## src/dws_defs.vh

```
// constants for the write burst spacing block: offsets, fields, reset values
`ifndef DWS_DEFS_VH
`define DWS_DEFS_VH

// register byte addresses
`define DWS_OFF_CTRL      6'h00
`define DWS_OFF_LAT       6'h04
`define DWS_OFF_TWTR      6'h08
`define DWS_OFF_STATUS    6'h0c
`define DWS_OFF_BEATS     6'h10
`define DWS_OFF_LASTDATA  6'h14

// ctrl fields
`define DWS_CTRL_BLMODE_LO 0
`define DWS_CTRL_BLMODE_HI 1
`define DWS_CTRL_PRE2      2
// burst length field codes
`define DWS_BL_FIXED8      2'h0
`define DWS_BL_OTF         2'h1
`define DWS_BL_FIXED4      2'h2

// lat fields
`define DWS_LAT_CWL_LO     0
`define DWS_LAT_CWL_HI     5
`define DWS_LAT_AL_LO      8
`define DWS_LAT_AL_HI      13
`define DWS_LAT_CWLMIN_LO  16
`define DWS_LAT_CWLMIN_HI  21

// twtr fields, in link clocks
`define DWS_TWTR_S_LO      0
`define DWS_TWTR_S_HI      7
`define DWS_TWTR_L_LO      8
`define DWS_TWTR_L_HI      15

// status bits
`define DWS_ST_CFGERR      0
`define DWS_ST_SPACEERR    1
`define DWS_ST_WTRERR      2
`define DWS_ST_BUSY        3

// reset values
`define DWS_RST_CTRL       32'h00000000
`define DWS_RST_LAT        32'h00090009
`define DWS_RST_TWTR       32'h00000602

// timing counts in link clocks; burst lengths in beats
`define DWS_WL_MAX         6'h3f
`define DWS_BEATS_BL8      4'h8
`define DWS_BEATS_BC4      4'h4
`define DWS_CCD_2T_BAD     16'h0005

// axi responses
`define DWS_RESP_OKAY      2'h0
`define DWS_RESP_SLVERR    2'h2

`endif

```

## src/dws_write_path.v

```verilog
// device-side write burst path with link clock sampling and axi4-lite registers
//
// Implementation choices: the address map and register access over AXI4-Lite.
`timescale 1ns/1ps
// Notes on behaviour
// - BL8 when fixed BL8 code or OTF with A12 high
// - OTF with A12 low gives four-beat chop
// - fixed chop code always gives four beats
// - four-clock BL8 writes stream without gap
// - five-clock spacing leaves gap between bursts
// - 2tCK nonconsecutive writes spaced six clocks
// - BL8 then OTF chop four clocks later
// - other commands accepted during write bursts
`include "dws_defs.vh"

module dws_write_path (
  input  wire        aclk,          // system clock, 250 MHz
  input  wire        aresetn,       // synchronous reset, active low
  input  wire [5:0]  s_axi_awaddr,  // write address
  input  wire        s_axi_awvalid, // write address valid
  output wire        s_axi_awready, // write address ready
  input  wire [31:0] s_axi_wdata,   // write data
  input  wire [3:0]  s_axi_wstrb,   // write byte enables
  input  wire        s_axi_wvalid,  // write data valid
  output wire        s_axi_wready,  // write data ready
  output reg  [1:0]  s_axi_bresp,   // write response
  output reg         s_axi_bvalid,  // write response valid
  input  wire        s_axi_bready,  // write response ready
  input  wire [5:0]  s_axi_araddr,  // read address
  input  wire        s_axi_arvalid, // read address valid
  output wire        s_axi_arready, // read address ready
  output reg  [31:0] s_axi_rdata,   // read data
  output reg  [1:0]  s_axi_rresp,   // read response
  output reg         s_axi_rvalid,  // read data valid
  input  wire        s_axi_rready,  // read data ready
  input  wire        ck_pin,        // link clock from controller
  input  wire        cs_n,          // chip select, active low
  input  wire        act_n,         // activate, active low
  input  wire        ras_n,         // row strobe, active low
  input  wire        cas_n,         // column strobe, active low
  input  wire        we_n,          // write enable, active low
  input  wire        a12,           // burst chop select
  input  wire        bg,            // bank group
  input  wire [15:0] dq,            // write data pins
  output reg         beat_valid,    // one-cycle pulse per captured beat
  output reg  [15:0] beat_data,     // captured beat
  output reg         beat_last,     // last beat of a burst
  output reg         burst_bl8,     // current burst is eight beats
  output reg         rec_start,     // pulse at first ck rise after last beat
  output reg         other_cmd      // pulse for a non-write command
);

  reg  [31:0] ctrl;
  reg  [31:0] lat;
  reg  [31:0] twtr;
  reg         space_err;
  reg         wtr_err;
  reg  [15:0] beat_cnt;
  reg  [15:0] last_data;
  reg  [23:0] pin_s1;
  reg  [23:0] pin_s2;
  reg  [23:0] pin_s3;
  reg  [23:0] pin_st;
  reg         ck_prev;
  reg  [15:0] tick;
  reg  [63:0] pend_start;
  reg  [63:0] pend_bl8;
  reg  [63:0] pend_bg;
  reg  [3:0]  beat_left;
  reg         cur_bg;
  reg         rec_pend;
  reg         rec_bg;
  reg  [15:0] last_wr_tick;
  reg         last_wr_ok;
  reg  [15:0] wend0;
  reg  [15:0] wend1;
  reg  [1:0]  wend_ok;
  reg         aw_full;
  reg         w_full;
  reg  [5:0]  aw_addr;
  reg  [31:0] w_data;
  reg  [3:0]  w_strb;
  function [31:0] wmerge;
    input [31:0] old;
    input [31:0] dat;
    input [3:0]  strb;
    integer      i;
    begin
      wmerge = old;
      for (i = 0; i < 4; i = i + 1) begin
        if (strb[i])
          wmerge[i*8 +: 8] = dat[i*8 +: 8];
      end
    end
  endfunction
  function is_bl8;
    input [1:0] mode;
    input       a12_bit;
    begin
      is_bl8 = (mode == `DWS_BL_FIXED8) || ((mode == `DWS_BL_OTF) && a12_bit);
    end
  endfunction
  function [15:0] since;
    input [15:0] now;
    input [15:0] then_t;
    begin
      since = now - then_t;
    end
  endfunction
  wire [1:0]  bl_mode = ctrl[`DWS_CTRL_BLMODE_HI:`DWS_CTRL_BLMODE_LO];
  wire        pre2    = ctrl[`DWS_CTRL_PRE2];
  wire [5:0]  cwl     = lat[`DWS_LAT_CWL_HI:`DWS_LAT_CWL_LO];
  wire [5:0]  al      = lat[`DWS_LAT_AL_HI:`DWS_LAT_AL_LO];
  wire [5:0]  cwl_min = lat[`DWS_LAT_CWLMIN_HI:`DWS_LAT_CWLMIN_LO];
  wire [7:0]  twtr_s  = twtr[`DWS_TWTR_S_HI:`DWS_TWTR_S_LO];
  wire [7:0]  twtr_l  = twtr[`DWS_TWTR_L_HI:`DWS_TWTR_L_LO];
  wire [6:0]  wl_sum  = {1'b0, al} + {1'b0, cwl};
  // write latency, clamped to the delay line length
  wire [5:0]  wl      = (wl_sum > {1'b0, `DWS_WL_MAX}) ? `DWS_WL_MAX : (wl_sum == 7'h00) ? 6'h01 : wl_sum[5:0];
  wire        cfg_err = pre2 && (cwl <= cwl_min);
  wire        ck_st   = pin_st[23];
  wire        ck_rise = ck_st && !ck_prev;
  wire        ck_fall = !ck_st && ck_prev;
  wire        cmd_en  = !pin_st[22];
  wire        is_wr   = cmd_en && pin_st[21] && pin_st[20] && !pin_st[19] && !pin_st[18];
  wire        is_rd   = cmd_en && pin_st[21] && pin_st[20] && !pin_st[19] && pin_st[18];
  wire        pin_a12 = pin_st[17];
  wire        pin_bg  = pin_st[16];
  wire [15:0] pin_dq  = pin_st[15:0];
  wire [63:0] wl_bit  = 64'h1 << (wl - 6'h01);
  wire [63:0] sh_st   = pend_start >> 1;
  wire [63:0] sh_bl8  = pend_bl8 >> 1;
  wire [63:0] sh_bg   = pend_bg >> 1;
  wire        busy    = (|pend_start) || (beat_left != 4'h0);
  // three-stage sampling; a change counts once stages two and three agree
  always @(posedge aclk) begin
    if (!aresetn) begin
      pin_s1 <= 24'h000000;
      pin_s2 <= 24'h000000;
      pin_s3 <= 24'h000000;
      pin_st <= 24'h000000;
      ck_prev <= 1'b0;
    end else begin
      pin_s1 <= {ck_pin, cs_n, act_n, ras_n, cas_n, we_n, a12, bg, dq};
      pin_s2 <= pin_s1;
      pin_s3 <= pin_s2;
      pin_st <= (pin_s2 & ~(pin_s2 ^ pin_s3)) | (pin_st & (pin_s2 ^ pin_s3));
      ck_prev <= ck_st;
    end
  end

  // write scheduling and beat capture, one step per sampled ck edge
  always @(posedge aclk) begin
    if (!aresetn) begin
      tick <= 16'h0000;
      pend_start <= 64'h0;
      pend_bl8 <= 64'h0;
      pend_bg <= 64'h0;
      beat_left <= 4'h0;
      cur_bg <= 1'b0;
      rec_pend <= 1'b0;
      rec_bg <= 1'b0;
      last_wr_tick <= 16'h0000;
      last_wr_ok <= 1'b0;
      wend0 <= 16'h0000;
      wend1 <= 16'h0000;
      wend_ok <= 2'b00;
      beat_valid <= 1'b0;
      beat_data <= 16'h0000;
      beat_last <= 1'b0;
      burst_bl8 <= 1'b0;
      rec_start <= 1'b0;
      other_cmd <= 1'b0;
      beat_cnt <= 16'h0000;
      last_data <= 16'h0000;
    end else begin
      beat_valid <= 1'b0;
      beat_last <= 1'b0;
      rec_start <= 1'b0;
      other_cmd <= 1'b0;
      if (ck_rise) begin
        tick <= tick + 16'h0001;
        // delay line places the burst WL clocks out
        pend_start <= sh_st | (is_wr ? wl_bit : 64'h0);
        pend_bl8 <= (sh_bl8 & ~(is_wr ? wl_bit : 64'h0)) | ((is_wr && is_bl8(bl_mode, pin_a12)) ? wl_bit : 64'h0);
        pend_bg <= (sh_bg & ~(is_wr ? wl_bit : 64'h0)) | ((is_wr && pin_bg) ? wl_bit : 64'h0);
        if (is_wr) begin
          last_wr_tick <= tick;
          last_wr_ok <= 1'b1;
        end
        // any other command is taken in any slot
        other_cmd <= cmd_en && !is_wr;
        if (rec_pend) begin
          rec_start <= 1'b1;
          rec_pend <= 1'b0;
          if (rec_bg) begin
            wend1 <= tick;
            wend_ok[1] <= 1'b1;
          end else begin
            wend0 <= tick;
            wend_ok[0] <= 1'b1;
          end
        end
        // a new burst may start on the edge after the previous ends
        if (pend_start[0]) begin
          beat_valid <= 1'b1;
          beat_data <= pin_dq;
          last_data <= pin_dq;
          beat_cnt <= beat_cnt + 16'h0001;
          burst_bl8 <= pend_bl8[0];
          cur_bg <= pend_bg[0];
          beat_left <= (pend_bl8[0] ? `DWS_BEATS_BL8 : `DWS_BEATS_BC4) - 4'h1;
        end else if (beat_left != 4'h0) begin
          beat_valid <= 1'b1;
          beat_data <= pin_dq;
          last_data <= pin_dq;
          beat_cnt <= beat_cnt + 16'h0001;
          beat_left <= beat_left - 4'h1;
        end
      end else if (ck_fall && (beat_left != 4'h0)) begin
        beat_valid <= 1'b1;
        beat_data <= pin_dq;
        last_data <= pin_dq;
        beat_cnt <= beat_cnt + 16'h0001;
        beat_left <= beat_left - 4'h1;
        // gaps simply leave the engine idle
        if (beat_left == 4'h1) begin
          beat_last <= 1'b1;
          rec_pend <= 1'b1;
          rec_bg <= cur_bg;
        end
      end
    end
  end

  // spacing checks flag controller slips; set wins over a software clear
  wire        wr_clr    = aw_full && w_full && !s_axi_bvalid && (aw_addr == `DWS_OFF_STATUS) && w_strb[0];
  wire        space_set = ck_rise && is_wr && pre2 && last_wr_ok &&
                          (since(tick, last_wr_tick) == `DWS_CCD_2T_BAD);
  wire [15:0] gap_same  = pin_bg ? since(tick, wend1) : since(tick, wend0);
  wire [15:0] gap_other = pin_bg ? since(tick, wend0) : since(tick, wend1);
  wire        ok_same   = pin_bg ? wend_ok[1] : wend_ok[0];
  wire        ok_other  = pin_bg ? wend_ok[0] : wend_ok[1];
  wire        wtr_set   = ck_rise && is_rd &&
                          ((ok_same && (gap_same < {8'h00, twtr_l})) ||
                           (ok_other && (gap_other < {8'h00, twtr_s})));

  always @(posedge aclk) begin
    if (!aresetn) begin
      space_err <= 1'b0;
      wtr_err <= 1'b0;
    end else begin
      space_err <= space_set || (space_err && !(wr_clr && w_data[`DWS_ST_SPACEERR]));
      wtr_err <= wtr_set || (wtr_err && !(wr_clr && w_data[`DWS_ST_WTRERR]));
    end
  end

  // axi4-lite slave: address and data taken in either order, one write at a time
  assign s_axi_awready = !aw_full && !s_axi_bvalid;
  assign s_axi_wready  = !w_full && !s_axi_bvalid;
  assign s_axi_arready = !s_axi_rvalid;
  wire        wr_go  = aw_full && w_full && !s_axi_bvalid;
  wire        wr_map = (aw_addr == `DWS_OFF_CTRL) || (aw_addr == `DWS_OFF_LAT) ||
                       (aw_addr == `DWS_OFF_TWTR) || (aw_addr == `DWS_OFF_STATUS);
  always @(posedge aclk) begin
    if (!aresetn) begin
      aw_full <= 1'b0;
      w_full <= 1'b0;
      aw_addr <= 6'h00;
      w_data <= 32'h00000000;
      w_strb <= 4'h0;
      s_axi_bvalid <= 1'b0;
      s_axi_bresp <= `DWS_RESP_OKAY;
      ctrl <= `DWS_RST_CTRL;
      lat <= `DWS_RST_LAT;
      twtr <= `DWS_RST_TWTR;
    end else begin
      if (s_axi_awvalid && s_axi_awready) begin
        aw_full <= 1'b1;
        aw_addr <= {s_axi_awaddr[5:2], 2'b00};
      end
      if (s_axi_wvalid && s_axi_wready) begin
        w_full <= 1'b1;
        w_data <= s_axi_wdata;
        w_strb <= s_axi_wstrb;
      end
      if (wr_go) begin
        aw_full <= 1'b0;
        w_full <= 1'b0;
        s_axi_bvalid <= 1'b1;
        s_axi_bresp <= wr_map ? `DWS_RESP_OKAY : `DWS_RESP_SLVERR;
        if (aw_addr == `DWS_OFF_CTRL) ctrl <= wmerge(ctrl, w_data, w_strb) & 32'h00000007;
        if (aw_addr == `DWS_OFF_LAT) lat <= wmerge(lat, w_data, w_strb) & 32'h003f3f3f;
        if (aw_addr == `DWS_OFF_TWTR) twtr <= wmerge(twtr, w_data, w_strb) & 32'h0000ffff;
      end else if (s_axi_bvalid && s_axi_bready) begin
        s_axi_bvalid <= 1'b0;
      end
    end
  end

  wire [5:0] rd_addr = {s_axi_araddr[5:2], 2'b00};
  always @(posedge aclk) begin
    if (!aresetn) begin
      s_axi_rvalid <= 1'b0;
      s_axi_rdata <= 32'h00000000;
      s_axi_rresp <= `DWS_RESP_OKAY;
    end else if (s_axi_arvalid && s_axi_arready) begin
      s_axi_rvalid <= 1'b1;
      s_axi_rresp <= `DWS_RESP_OKAY;
      case (rd_addr)
        `DWS_OFF_CTRL:     s_axi_rdata <= ctrl;
        `DWS_OFF_LAT:      s_axi_rdata <= lat;
        `DWS_OFF_TWTR:     s_axi_rdata <= twtr;
        `DWS_OFF_STATUS:   s_axi_rdata <= {28'h0000000, busy, wtr_err, space_err, cfg_err};
        `DWS_OFF_BEATS:    s_axi_rdata <= {16'h0000, beat_cnt};
        `DWS_OFF_LASTDATA: s_axi_rdata <= {16'h0000, last_data};
        default: begin
          s_axi_rdata <= 32'h00000000;
          s_axi_rresp <= `DWS_RESP_SLVERR;
        end
      endcase
    end else if (s_axi_rvalid && s_axi_rready) begin
      s_axi_rvalid <= 1'b0;
    end
  end

endmodule // dws_write_path

```

## config.mk

```make
export PLATFORM = sky130hd
export DESIGN_NAME = dws_write_path
export DESIGN_NICKNAME = d
export VERILOG_FILES = /design/src/dws_write_path.v
export VERILOG_INCLUDE_DIRS = /design/src
export SDC_FILE = /design/constraint.sdc
export NUM_CORES = 1
export LEC_CHECK = 0
export BUFFER_PORTS_ARGS = -buffer_cell sky130_fd_sc_hd__buf_4
export CORE_MARGIN = 2
export CORE_UTILIZATION = 55
export DETAILED_ROUTE_END_ITERATION = 6
export PLACE_DENSITY = 0.88
export SLEW_MARGIN = 10
export SYNTH_ARGS = -nofsm -noshare
export SYNTH_HDL_FRONTEND = slang
export SYNTH_SLANG_ARGS = --single-unit
```

## constraint.sdc

```tcl
create_clock -name aclk -period 3.05 [get_ports aclk]
set_input_delay 0.305 -clock aclk [delete_from_list [all_inputs] [get_ports aclk]]
set_output_delay 0.305 -clock aclk [all_outputs]
set_load 0.1 [all_outputs]
```

==> results.sh <==
export IMPL_status="complete, but fails checks"
export IMPL_violations="design-rule violations, negative setup slack"
export IMPL_ys_seq_area_share_pct=44.0
export IMPL_maxCapViolations=0
export IMPL_port_buffers=113
export IMPL_clock_latency_ns=0.62
export IMPL_synth_commonest_cells="496 x dfxtp_1, 376 x nand2_1, 255 x a21oi_1, 233 x o21ai_0, 210 x nor2_1"
export IMPL_synth_edf_count=0
export IMPL_syn_area_mm2=0.0226
export IMPL_leakage_nw=10.9
export IMPL_synth_seq_cells=496
export IMPL_synth_area_leaders="dfxtp_1 44%, nand2_1 6.2%, a21oi_1 5.7%, o21ai_0 5.2%, ha_1 4.2%"
export IMPL_root_buffer="clkbuf_16"
export IMPL_required_ns=3.56
export IMPL_slowest_stage="fa_2"
export IMPL_die_x_um=207
export IMPL_tns_ns=-2.60
export IMPL_setup_worst_path_end_class="flip-flop"
export IMPL_path_max_fanout=3
export IMPL_fin_skew_ns=0.0243
export IMPL_worst_slew_pin_slew_ns=1.10
export IMPL_synth_top_area_share_pct=44.0
export IMPL_track_usage_pct=30.4
export IMPL_worstReg2RegStart="tick[0]"
export IMPL_regArea_mm2=0.00995
export IMPL_start_kind="flip-flop"
export IMPL_netlist_instances=2724
export IMPL_slowest_delay_ns=0.37
export IMPL_vias_per_cell=6.19
export IMPL_drive_gt1_share_pct=18.3
export IMPL_htree_levels=2
export IMPL_dr_pass1_iters=7
export IMPL_synth_async_reset_ratio_pct=0
export IMPL_overflow=0
export IMPL_final_area_mm2=0.0281
export IMPL_relSlewSlack_pct=26.6
export IMPL_num_vias=21900
export IMPL_drtIter0Drc=2563
export IMPL_layout_nets=3120
export IMPL_cts_sinks=496
export IMPL_numCtsBuffers=50
export IMPL_hold_class="in2reg"
export IMPL_fillers=2700
export IMPL_die_y_um=207
export IMPL_die_area_mm2=0.0427
export IMPL_final_cells=3537
export IMPL_path_class="reg2reg"
export IMPL_areaGrowthSynthToFinish_pct=24.4
export IMPL_hp_start="s_axi_araddr[5]"
export IMPL_crit_arrival_ns=3.79
export IMPL_yosys_cell_count_top_type="dfxtp_1"
export IMPL_drv_slew=0
export IMPL_clkTransAtPathRegs_ns=0.07
export IMPL_yosysTopAreaCell="dfxtp_1"
export IMPL_drc_errors=17
export IMPL_pin_count=141
export IMPL_core_mm2=0.0406
export IMPL_grt_pass1_vias=20500
export IMPL_postPlaceCellArea_mm2=0.0247
export IMPL_critPathLaunch="tick[0]"
export IMPL_p_per_area_mw_per_mm2=480
export IMPL_numPlacedInstances=3340
export IMPL_finalCriticalPeriod_ns=3.27
export IMPL_avgRoutedWirePerCell_um=19.6
export IMPL_fmax_mhz=306
export IMPL_gp_congestion=0.924
export IMPL_routed_wl_mm=69.3
export IMPL_hold_viol=0
export IMPL_ant_nets=0
export IMPL_yosysWarnings=0
export IMPL_ir_drop_mv=0.581
export IMPL_crit_chain="inv_4, ha_4, inv_1, fa_2, a21o_1, a21oi_2, xnor2_2, nand2_1, o21ai_1, ha_1, a21o_1, a221oi_2, a21oi_2, a211o_1, nor2_1, o2111ai_1, o31ai_1"
export IMPL_synth_distinct_cells=83
export IMPL_grt_max_degree=252
export IMPL_cts_tree="built"
export IMPL_setup_slack_ns=-0.222
export IMPL_rsz0062_at_grt="yes"
export IMPL_avgSynthCellArea_um2=8.29
export IMPL_place_hpwl_mm=41.9
export IMPL_antenna_found_initial=1
export IMPL_num_rows=74
export IMPL_synth_ff_type="dfxtp_1"
export IMPL_layout_worst_path_cycle_share_pct=107
export IMPL_multi_input_area_mm2=0.0124
export IMPL_setup_viol=42
export IMPL_cts_buffer_depth=3
export IMPL_grt_pass1_wl_mm=105
export IMPL_initial_core_util_pct=55.6
cell type report:
cell class	instances	share of cell area [%]
diodes	3	0.0267
well taps	532	2.37
inverters	98	1.34
clock inverters	26	0.908
multi-input cells	1964	44.1
clock buffers	66	5.02
repair buffers	352	10.9
flip-flops and latches	496	35.4
metrics by stage:
| stage | worst slack, ns | total power [mW] | utilization [%] | hold slack [ns] |
|---|---|---|---|---|
| 2_1_floorplan | -0.0162 | 7.10 | - | 0.404 |
| 3_3_place_gp | -0.169 | 7.25 | 60.7 | 0.414 |
| 3_5_place_dp | -0.205 | 7.27 | 60.7 | 0.418 |
| 4_1_cts | -0.212 | 13.4 | 66.6 | 0.0897 |
| 5_1_grt | -0.443 | 13.8 | 69.1 | 0.0859 |
| 6_report | -0.222 | 13.5 | 69.1 | 0.0974 |
state kept, by name, summed over array words and instances (netlist names), 18 cells and up, named ones only:
| signal | count |
|---|---|
| lat | 18 |
| pin_s2 | 24 |
| pin_s3 | 24 |
| pend_bg | 64 |
| pin_s1 | 24 |
| pend_start | 64 |
| pend_bl8 | 64 |
| s_axi_rdata | 22 |
| w_data | 22 |
final timing paths:
| path | to | cells after the start | slack (ns) |
|---|---|---|---|
| worst max-delay path | wtr_err | 17 | -0.22 |
| worst min-delay path | s_axi_rresp[1] | 3 | 0.1 |
| worst max register to register | wtr_err | 17 | -0.22 |
| worst min register to register | pin_s2[4] | 1 | 0.43 |
layer usage:
layer	track usage, %	up-vias	wire, µm
met5	0	-	0
met4	13.3	0	3460
met3	6.17	323	6180
met2	50.6	1200	32800
met1	38.3	10400	26800
li1	-	10000	-
critical path, delay by kind of cell, from the launching register on:
family | cells | cell delay (ns)
compound gates | 9 | 1.65
xor+xnor | 1 | 0.14
fa+ha+maj | 3 | 0.76
buf+inv | 2 | 0.13
flops | 1 | 0.34
simple gates | 2 | 0.16
cells by family (layout without fill, tap and decap cells):
family,Yosys count,after routing,synth area share (%)
AOI/OAI and AO/OA,746,746,20.2
adders and majority gates,79,79,4.51
other,1,15,0.0166
xor gates and xnor gates,59,59,2.32
muxes,72,72,3.25
DFF,496,496,44.0
and+or+nand+nor,996,996,20.9
buffers and inverters,275,542,4.83
repair_timing:
action	in CTS	in global routing
setup buffers	9	35
endpoints found under the setup margin	73	106
resized for setup	23	169
pin swaps	12	81
hold buffers	57	0
cloned	0	1
endpoints found under the hold margin	56	0
cell usage in the layout (no fill, tap or decap), drive strengths merged, types with 51 or more instances in the layout:
cell type	synthesis	layout
dfxtp	496	496
buf	23	294
and2	89	89
a21oi	257	257
o21ai	234	234
mux2i	64	64
a211oi	51	51
ha	75	75
nor3	107	107
nand3	71	71
inv	97	103
dlygate4sd3	0	57
clkbuf	154	67
nand2	377	377
nor2	218	218
power by group:
| group | internal (mW) | switching (mW) |
|---|---|---|
| Sequential | 6.55 | 0.0657 |
| Clock | 3.48 | 2.79 |
| Combinational | 0.201 | 0.399 |
Power figures use the tool's default switching activity.
